--- src/led_ctrl_pkg.sv ---
// Package with constants and types for the LED string fault and supply optimizer block.
package led_ctrl_pkg;
	localparam int unsigned NUM_STRINGS       = 4;
	localparam int unsigned CLK_HZ            = 10_000_000;
	localparam int unsigned STEP_HOLD_MS      = 4;
	localparam int unsigned STEP_HOLD_CYCLES  = (STEP_HOLD_MS * CLK_HZ) / 1000;
	localparam int unsigned SHORT_VERIFY_CYCLES = 16;
	localparam int unsigned CODE_W            = 8;
	localparam logic [7:0]  CODE_MAX          = 8'hff;
	localparam logic [7:0]  CODE_ZERO         = 8'h00;
	localparam logic [7:0]  BACKOFF_STEPS     = 8'h02;
	localparam int unsigned FULL_SCALE_NA     = 280500;
	localparam int unsigned STEP_NA           = 1100;
	localparam int unsigned OT_TRIP_C         = 135;
	localparam int unsigned OT_RELEASE_C      = 120;
	// Register offsets.
	localparam logic [7:0]  OFF_CONFIG        = 8'h02;
	localparam logic [7:0]  OFF_CURRENT       = 8'h0e;
	localparam logic [7:0]  OFF_OPT_CTRL      = 8'h11;
	localparam logic [7:0]  OFF_SHORT_FLAGS   = 8'h09;
	localparam logic [7:0]  OFF_OPEN_FLAGS    = 8'h0a;
	localparam logic [7:0]  OFF_CODE_A        = 8'h14;
	localparam logic [7:0]  OFF_CODE_B        = 8'h15;
	// Reset values.
	localparam logic [7:0]  RST_CONFIG        = 8'h0e;
	localparam logic [7:0]  RST_CURRENT       = 8'h7f;
	localparam logic [7:0]  RST_OPT_CTRL      = 8'h00;
	// Field positions in the configuration register.
	localparam int unsigned CFG_FOLDBACK_BIT  = 7;
	localparam int unsigned CFG_SHORT_EN_BIT  = 3;
	localparam int unsigned CFG_OPEN_EN_BIT   = 2;
	localparam int unsigned CFG_OPT_EN_BIT    = 1;

	// Optimizer states.
	typedef enum logic [4:0] {
		OPT_IDLE  = 5'b00001,
		OPT_CAL   = 5'b00010,
		OPT_RUN   = 5'b00100,
		OPT_RAISE = 5'b01000,
		OPT_FORCE = 5'b10000
	} opt_state_e;

	// Register bus request.
	typedef struct packed {
		logic       wr;
		logic [7:0] addr;
		logic [7:0] wdata;
	} reg_req_s;

	// Per-string inputs from the analog front end.
	typedef struct packed {
		logic [3:0] short_ind;
		logic [3:0] in_reg;
	} str_sense_s;
endpackage

--- src/led_string_fault_and_supply_optimizer.sv ---
// LED string fault handling, supply optimizer and over-temperature reset control.
// Notes on behaviour
// - Any verified short or open fault drives the open-drain fault output low.
// - A verified short disables the string and drops it from optimizer monitoring.
// - Drain node above 5.9V, flagged by comparator, counts as a short indication.
// - With fold-back enabled, current is reduced as soon as a short is seen.
// - Loss of regulation makes the optimizer raise supply step by step to maximum.
// - At maximum supply, unregulated strings become open faults, then recalibrate.
// - Enable low then high clears all faults and resumes control of strings.
// - Each faulty string is recorded in a host readable flag.
// - Over-temperature above 135C holds the device in reset until below 120C.
// - In over-temperature reset registers return to defaults and the bus is off.
// - Calibration starts at power-up and at each rising edge of enable.
// - Calibration raises the code one step, waits the hold time, rechecks regulation.
// - On regulation error the code backs off slightly and calibration ends.
// - Each output sources a feedback current from zero to 280.5 microamps.
// - Strings 0 and 1 belong to output a, strings 2 and 3 to output b.
// - Default step hold is 4ms with a step of 1.1 microamps.
// - A cascade input from an upstream optimizer is combined with local demand.
// - When both strings of one optimizer fault, that output forces maximum supply.
// - The eight-bit global current setting resets to 127.
// - Enable low releases the fault output and restores register defaults.
`timescale 1ns/1ps
module led_string_fault_and_supply_optimizer #(
	parameter int unsigned HOLD_CYCLES   = led_ctrl_pkg::STEP_HOLD_CYCLES,
	parameter int unsigned VERIFY_CYCLES = led_ctrl_pkg::SHORT_VERIFY_CYCLES
) (
	input  wire logic                     core_clk,
	input  wire logic                     rst,
	input  wire logic                     enable,
	input  wire logic                     over_temp_hi,
	input  wire logic                     over_temp_lo,
	input  wire led_ctrl_pkg::str_sense_s sense,
	input  wire logic [1:0]               cascade_feedback_in,
	input  wire logic                     reg_valid,
	input  wire led_ctrl_pkg::reg_req_s   reg_req,
	output logic [7:0]                    reg_rdata,
	output logic                          bus_enabled,
	output logic                          fault_out_n_oe,
	output logic                          fault_out_n,
	output logic [3:0]                    string_on,
	output logic                          foldback,
	output logic [7:0]                    global_string_current,
	output logic [7:0]                    supply_feedback_out_a,
	output logic [7:0]                    supply_feedback_out_b,
	output logic [1:0]                    supply_feedback_out
);
	// Refuses timing values that the counters below cannot serve.
	if (HOLD_CYCLES < 1 || VERIFY_CYCLES < 1 || VERIFY_CYCLES > 65535) begin : g_bad_timing
		$error("Unsupported timing parameters.");
	end

	// Clamped step of a feedback code; up means less supply voltage.
	function automatic logic [7:0] step_code(input logic [7:0] c, input logic up,
		input logic [7:0] n);
		logic [8:0] s;
		s = 9'h000;
		if (up)
			s = {1'b0, c} + {1'b0, n};
		else
			s = {1'b0, c} - {1'b0, n};
		if (up && s[8])
			step_code = led_ctrl_pkg::CODE_MAX;
		else if (!up && s[8])
			step_code = led_ctrl_pkg::CODE_ZERO;
		else
			step_code = s[7:0];
	endfunction

	logic       en_q, en_d;
	logic       ot_q, ot_d;
	logic       hold_rst;
	logic       start_cal;
	logic [7:0] cfg_q, cfg_d, cur_q, cur_d, octl_q, octl_d;
	logic [3:0] sc_q, sc_d, oc_q, oc_d;
	logic [15:0] vcnt_q [4];
	logic [15:0] vcnt_d [4];
	logic [3:0] faulted;

	// Over-temperature hysteresis and enable edge tracking.
	always_comb begin
		ot_d = ot_q;
		if (over_temp_hi)
			ot_d = 1'b1;
		else if (!over_temp_lo)
			ot_d = 1'b0;
		en_d = enable;
	end
	assign hold_rst  = rst || ot_q || !enable;
	assign start_cal = enable && !en_q;
	always_ff @(posedge core_clk) begin
		if (rst) begin
			ot_q <= 1'b0;
			en_q <= 1'b0;
		end else begin
			ot_q <= ot_d;
			en_q <= en_d;
		end
	end

	// Register writes; everything reverts while held in reset.
	always_comb begin
		cfg_d  = cfg_q;
		cur_d  = cur_q;
		octl_d = octl_q;
		if (reg_valid && reg_req.wr) begin
			case (reg_req.addr)
				led_ctrl_pkg::OFF_CONFIG:   cfg_d = reg_req.wdata;
				led_ctrl_pkg::OFF_CURRENT:  cur_d = reg_req.wdata;
				led_ctrl_pkg::OFF_OPT_CTRL: octl_d = reg_req.wdata;
				default: cfg_d = cfg_q;
			endcase
		end
	end
	always_ff @(posedge core_clk) begin
		if (hold_rst) begin
			cfg_q  <= led_ctrl_pkg::RST_CONFIG;
			cur_q  <= led_ctrl_pkg::RST_CURRENT;
			octl_q <= led_ctrl_pkg::RST_OPT_CTRL;
		end else begin
			cfg_q  <= cfg_d;
			cur_q  <= cur_d;
			octl_q <= octl_d;
		end
	end

	// Read mux; unmapped reads return zero.
	always_comb begin
		case (reg_req.addr)
			led_ctrl_pkg::OFF_CONFIG:      reg_rdata = cfg_q;
			led_ctrl_pkg::OFF_CURRENT:     reg_rdata = cur_q;
			led_ctrl_pkg::OFF_OPT_CTRL:    reg_rdata = octl_q;
			led_ctrl_pkg::OFF_SHORT_FLAGS: reg_rdata = {4'h0, sc_q};
			led_ctrl_pkg::OFF_OPEN_FLAGS:  reg_rdata = {4'h0, oc_q};
			led_ctrl_pkg::OFF_CODE_A:      reg_rdata = supply_feedback_out_a;
			led_ctrl_pkg::OFF_CODE_B:      reg_rdata = supply_feedback_out_b;
			default:                       reg_rdata = 8'h00;
		endcase
	end

	logic       open_declare;
	logic [3:0] open_mask;

	// Short verification counters and fault flags.
	always_comb begin
		sc_d = sc_q;
		oc_d = oc_q;
		for (int i = 0; i < 4; i++) begin
			vcnt_d[i] = 16'h0000;
			if (sense.short_ind[i] && string_on[i] && cfg_q[led_ctrl_pkg::CFG_SHORT_EN_BIT]) begin
				vcnt_d[i] = vcnt_q[i] + 16'h0001;
				if (vcnt_q[i] == 16'(VERIFY_CYCLES - 1))
					sc_d[i] = 1'b1;
			end
		end
		if (open_declare && cfg_q[led_ctrl_pkg::CFG_OPEN_EN_BIT])
			oc_d = oc_q | open_mask;
	end
	always_ff @(posedge core_clk) begin
		if (hold_rst) begin
			sc_q <= 4'h0;
			oc_q <= 4'h0;
			for (int i = 0; i < 4; i++)
				vcnt_q[i] <= 16'h0000;
		end else begin
			sc_q <= sc_d;
			oc_q <= oc_d;
			for (int i = 0; i < 4; i++)
				vcnt_q[i] <= vcnt_d[i];
		end
	end
	assign faulted        = sc_q | oc_q;
	assign string_on      = hold_rst ? 4'h0 : ~faulted;
	assign fault_out_n    = 1'b0;
	assign fault_out_n_oe = !hold_rst && (faulted != 4'h0);
	assign foldback       = cfg_q[led_ctrl_pkg::CFG_FOLDBACK_BIT] && ((sense.short_ind & string_on) != 4'h0);
	assign global_string_current = cur_q;
	assign bus_enabled    = !ot_q;

	// Two optimizer channels, one per supply.
	led_ctrl_pkg::opt_state_e st_q [2];
	led_ctrl_pkg::opt_state_e st_d [2];
	logic [7:0] code_q [2];
	logic [7:0] code_d [2];
	logic [31:0] hcnt_q [2];
	logic [31:0] hcnt_d [2];
	logic [1:0] demand;
	logic [1:0] open_fire;

	// Stepping sequence for each channel.
	always_comb begin
		for (int k = 0; k < 2; k++) begin
			logic [1:0] mine;
			logic       reg_ok;
			logic       tick;
			mine      = faulted[2*k +: 2];
			reg_ok    = ((~sense.in_reg[2*k +: 2] & ~mine) == 2'b00) && !cascade_feedback_in[k];
			st_d[k]   = st_q[k];
			code_d[k] = code_q[k];
			hcnt_d[k] = hcnt_q[k] + 32'h1;
			tick      = hcnt_q[k] >= 32'(HOLD_CYCLES - 1);
			open_fire[k] = 1'b0;
			demand[k] = !reg_ok;
			if (tick)
				hcnt_d[k] = 32'h0;
			case (st_q[k])
				led_ctrl_pkg::OPT_IDLE: begin
					hcnt_d[k] = 32'h0;
					if (cfg_q[led_ctrl_pkg::CFG_OPT_EN_BIT])
						st_d[k] = led_ctrl_pkg::OPT_CAL;
				end
				led_ctrl_pkg::OPT_CAL: if (tick) begin
					if (reg_ok && code_q[k] != led_ctrl_pkg::CODE_MAX)
						code_d[k] = step_code(code_q[k], 1'b1, 8'h01);
					else if (!reg_ok) begin
						code_d[k] = step_code(code_q[k], 1'b0, led_ctrl_pkg::BACKOFF_STEPS);
						st_d[k] = led_ctrl_pkg::OPT_RUN;
					end
				end
				led_ctrl_pkg::OPT_RUN: if (!reg_ok)
					st_d[k] = led_ctrl_pkg::OPT_RAISE;
				led_ctrl_pkg::OPT_RAISE: if (tick) begin
					if (reg_ok)
						st_d[k] = led_ctrl_pkg::OPT_RUN;
					else if (code_q[k] == led_ctrl_pkg::CODE_ZERO) begin
						open_fire[k] = 1'b1;
						st_d[k] = led_ctrl_pkg::OPT_CAL;
					end else
						code_d[k] = step_code(code_q[k], 1'b0, 8'h01);
				end
				led_ctrl_pkg::OPT_FORCE: code_d[k] = led_ctrl_pkg::CODE_ZERO;
				default: st_d[k] = led_ctrl_pkg::OPT_IDLE;
			endcase
			if (mine == 2'b11) begin
				st_d[k] = led_ctrl_pkg::OPT_FORCE;
				code_d[k] = led_ctrl_pkg::CODE_ZERO;
			end
		end
	end
	assign open_declare = open_fire != 2'b00;
	// Strings already faulted are off and out of regulation; they are not declared open again.
	assign open_mask = {{2{open_fire[1]}} & ~sense.in_reg[3:2] & ~faulted[3:2],
		{2{open_fire[0]}} & ~sense.in_reg[1:0] & ~faulted[1:0]};
	always_ff @(posedge core_clk) begin
		for (int k = 0; k < 2; k++) begin
			if (hold_rst || start_cal) begin
				st_q[k]   <= led_ctrl_pkg::OPT_IDLE;
				code_q[k] <= led_ctrl_pkg::CODE_ZERO;
				hcnt_q[k] <= 32'h0;
			end else begin
				st_q[k]   <= st_d[k];
				code_q[k] <= code_d[k];
				hcnt_q[k] <= hcnt_d[k];
			end
		end
	end
	assign supply_feedback_out_a = code_q[0];
	assign supply_feedback_out_b = code_q[1];
	assign supply_feedback_out   = demand;

	property p_fault_pin;
		@(posedge core_clk) disable iff (rst)
		(faulted != 4'h0 && !hold_rst) |-> fault_out_n_oe;
	endproperty
	a_fault_pin: assert property (p_fault_pin) else $error("Fault output not asserted.");
	property p_short_off;
		@(posedge core_clk) disable iff (rst)
		(sc_q != 4'h0) |-> ((string_on & sc_q) == 4'h0);
	endproperty
	a_short_off: assert property (p_short_off) else $error("Shorted string still on.");
	property p_current_rst;
		@(posedge core_clk) disable iff (rst)
		$past(hold_rst) |-> global_string_current == 8'h7f;
	endproperty
	a_current_rst: assert property (p_current_rst) else $error("Current not at default.");
	property p_release;
		@(posedge core_clk) disable iff (rst)
		!enable |-> !fault_out_n_oe && string_on == 4'h0;
	endproperty
	a_release: assert property (p_release) else $error("Fault not released.");
	property p_ot_bus;
		@(posedge core_clk) disable iff (rst)
		$past(over_temp_hi) |-> !bus_enabled;
	endproperty
	a_ot_bus: assert property (p_ot_bus) else $error("Bus active in over-temp.");
	property p_force;
		@(posedge core_clk) disable iff (rst)
		(faulted[1:0] == 2'b11 && !hold_rst && !start_cal) |=> supply_feedback_out_a == 8'h00;
	endproperty
	a_force: assert property (p_force) else $error("Supply not forced to maximum.");
	property p_foldback;
		@(posedge core_clk) disable iff (rst)
		(cfg_q[7] && sense.short_ind[0] && string_on[0]) |-> foldback;
	endproperty
	a_foldback: assert property (p_foldback) else $error("Fold-back missed.");
	property p_step_size;
		@(posedge core_clk) disable iff (rst || hold_rst || start_cal)
		(st_q[0] == led_ctrl_pkg::OPT_CAL && st_d[0] == led_ctrl_pkg::OPT_CAL
			&& code_d[0] != code_q[0]) |=>
			supply_feedback_out_a == $past(code_q[0]) + 8'h01;
	endproperty
	a_step_size: assert property (p_step_size) else $error("Wrong calibration step.");
	c_short: cover property (@(posedge core_clk) $rose(sc_q != 4'h0));
	c_open: cover property (@(posedge core_clk) $rose(oc_q != 4'h0));
	c_run: cover property (@(posedge core_clk) st_q[0] == led_ctrl_pkg::OPT_RUN);
endmodule

--- config.mk ---
export PLATFORM = sky130hd
export DESIGN_NAME = led_string_fault_and_supply_optimizer
export DESIGN_NICKNAME = d
export VERILOG_FILES = /design/src/led_ctrl_pkg.sv /design/src/led_string_fault_and_supply_optimizer.sv
export SDC_FILE = /design/constraint.sdc
export NUM_CORES = 1
export LEC_CHECK = 0
export BUFFER_PORTS_ARGS = -buffer_cell sky130_fd_sc_hd__buf_4
export CAP_MARGIN = 20
export CORE_MARGIN = 4
export CORE_UTILIZATION = 64
export CTS_CLUSTER_DIAMETER = 80
export DETAILED_ROUTE_END_ITERATION = 6
export PLACE_DENSITY = 0.9
export SYNTH_ARGS = -nofsm -noshare
export SYNTH_HDL_FRONTEND = slang
export SYNTH_SLANG_ARGS = --single-unit
--- constraint.sdc ---
create_clock -name core_clk -period 5.4 [get_ports core_clk]
set_clock_uncertainty 0.2 [all_clocks]
set_input_delay 0.81 -clock core_clk [delete_from_list [all_inputs] [get_ports core_clk]]
set_output_delay 0.81 -clock core_clk [all_outputs]
set_load 0.005 [all_outputs]
==> results.cfg <==
[placement]
portBuffers = 73
placed_cell_area_sq_um = 9660
routabilityCongestion = 0.967
dp_hpwl_um = 15600
pre_cts_slack_ns = 1.72

[critical_path]
endpoint_kind = output port
arrival_ns = 2.76
start_kind = primary input
crit_type = primary input to output port
worst-path-max-fanout = 4
required_ns = 4.39

[detailed_routing]
drt_iter0_markers = 919
post-route-drc-count = 0
drtPass1Iterations = 6
wl_um = 22600
antenna_left = 0
wl_per_cell_um = 16.6
via_per_inst = 6.05
vias = 8246

[synthesis]
yosysTopAreaCellShare_pct = 42.0
synth_area_sq_um = 8960
synth.most_common_cell = dfxtp_1
ys_async_sr_fraction_pct = 0
yosys_warnings = 0
synth_ff_type = dfxtp_1
avgSynthCellArea_sq_um = 8.19
synth-edff-count = 0
yosys-top-cells-area = dfxtp_1, nor2_1, nand2_1
synth_top_area_cell = dfxtp_1
yosys-top-cells-count = dfxtp_1, nor2_1, nand2_1, nand3_1, a21oi_1
ys_ff_latch = 188
synthCells = 1094
ys_seq_area_share_pct = 42.0
yosysUniqueCellTypes = 72

[finish]
post-route-cell-area_sq_um = 10200
antenna_cells = 0
drive_above_1_share_pct = 10.5
utilization_pct = 76.1
area_growth_pct = 14.3
nets = 1225

[timing]
slew_viol_final = 0
worst_slack_ns = 1.63
finalHoldViolations = 0
worst_pin_slew_ns = 0.996
rsz0062_at_grt = false
period_needed_ns = 3.77
relSlewSlack_pct = 33.5
period_share_pct = 69.8
finalSetupViolations = 0
max_freq_mhz = 265
setup_tns_ns = 0

[global_routing]
met1_usage_pct = 35.1
track_usage_pct = 27.9
met2_usage_pct = 46.2
use_met3_pct = 7.10
antenna_found_initial = 0
grt_pass1_vias = 7578
grt_busiest_layer = met2
grt-ovfl-total = 0
grt_pass1_wl_um = 36800
grt_max_degree = 26

[floorplanning]
rows = 42
ios = 75
die_y_um = 126
die_width_um = 126
coreArea_sq_um = 13500
start_util_pct = 66.6
die-area_sq_um = 16000

[outcome]
status = finished, final reports clean

[clock_tree]
cts_buffers = 17
cts_tree = done
clk_pin_slew_ns = 0.07
cts_resized = 0
clk_latency_ns = 0.44
clockBufferDepth = 2
hold_buffers = 0
cts-htree-levels = 4
ctsRootBufferMaster = clkbuf_16
postCtsSetupBuffers = 0
clock_sinks = 188

[power_and_ir_drop]
ir_drop_mv = 0.321
leakage_nw = 3.83
power_density_nw_per_um2 = 266

[run]
drv_cap = 0

[min_path]
hp-class = flip-flop to flip-flop
-- per-stage QoR --
step / power [W] / hold slack, ns / instances
detailed placement: 0.00151 / 0.237 / 1332
finish: 0.00273 / 0.250 / 1364
global route: 0.00281 / 0.284 / 1364
global placement: 0.00151 / 0.230 / 1332
floorplan: 0.00148 / 0.218 / 1126
CTS: 0.00273 / 0.253 / 1364
-- critical path, cell delays in order --
cell,delay (ns)
buf_4,0.10
or3_1,0.45
nor3b_1,0.35
nor2b_1,0.31
and2_1,0.24
a222oi_1,0.10
o21ai_0,0.11
a221o_1,0.17
buf_4,0.12
-- layer usage --
layer	routed length [um]	vias to the layer above
li1	-	4005
met5	0	-
met3	1880	73
met2	10600	338
met1	9370	3830
met4	757	0
-- area by class of cell --
cell class / count / area [sq um]
multi-input cells: 869 / 5020
flip-flops and latches: 188 / 3760
fillers: 1025 / 3210
repair buffers: 75 / 563
clock buffers: 17 / 425
well taps: 176 / 220
clock inverters: 15 / 161
inverters: 24 / 90.1
-- kinds of logic (layout without fill, tap and decap cells) --
group / count (synthesis) / count (layout) / synth area share (%)
compound gates: 200 / 200 / 14.5
xor+xnor: 73 / 73 / 7.13
fa+ha+maj: 17 / 17 / 2.37
buf+inv: 69 / 131 / 3.35
flops: 188 / 188 / 42.0
mux: 19 / 19 / 2.14
other cells: 1 / 33 / 0.0418
simple gates: 527 / 527 / 28.5
-- registers in the layout (all words and copies together) (netlist names) --
register and cells:
cfg_q 8, octl_q 8, oc_q 4, global_string_current 8, ot_q 1, st_q 10, code_q 16, hcnt_q 64
en_q 1, sc_q 4, vcnt_q 64
-- power breakdown --
group          total [W]  switching (W)  internal (W)
registers        0.00141     0.00000679       0.00140
clock network    0.00124       0.000620      0.000624
logic          0.0000748      0.0000434     0.0000314
-- placed cells by master (no fill, tap or decap), types with 4 or more instances in the layout --
| master | n |
|---|---|
| nand3b_1 | 6 |
| a21oi_1 | 62 |
| buf_4 | 75 |
| and2_1 | 9 |
| nand2b_1 | 8 |
| a311oi_1 | 4 |
| mux2i_1 | 18 |
| or4_1 | 7 |
| xor2_1 | 48 |
| a31oi_1 | 4 |
| a222oi_1 | 4 |
| or3_1 | 23 |
| clkbuf_16 | 17 |
| nor4_1 | 25 |
| nor2b_1 | 13 |
| o21ai_0 | 53 |
| ha_1 | 17 |
| nor3b_1 | 7 |
| a211oi_2 | 4 |
| nand2_1 | 123 |
| inv_6 | 5 |
| nand3_1 | 64 |
| a22oi_1 | 6 |
| o211ai_1 | 6 |
| and3_1 | 24 |
| inv_8 | 4 |
| inv_1 | 24 |
| nand4_1 | 21 |
| nor2_1 | 157 |
| o22ai_1 | 8 |
| xnor2_1 | 25 |
| nor3_1 | 27 |
| dfxtp_1 | 188 |
| a21o_1 | 4 |
| a221o_1 | 6 |
| conb_1 | 33 |
-- path summary, 6_finish.rpt --
check / end / from / cells past startpoint / slack [ns]
worst max-delay path: reg_rdata[0] / reg_req[13] / 9 / 1.63
worst min-delay path: vcnt_q[1][0]$_SDFF_PP0_ / vcnt_q[1][0]$_SDFF_PP0_ / 1 / 0.25
worst max register to register: code_q[0][3]$_SDFFE_PP0P_ / code_q[0][1]$_SDFFE_PP0P_ / 8 / 2.19
worst min register to register: vcnt_q[1][0]$_SDFF_PP0_ / vcnt_q[1][0]$_SDFF_PP0_ / 1 / 0.25
Power figures use the tool's default switching activity.
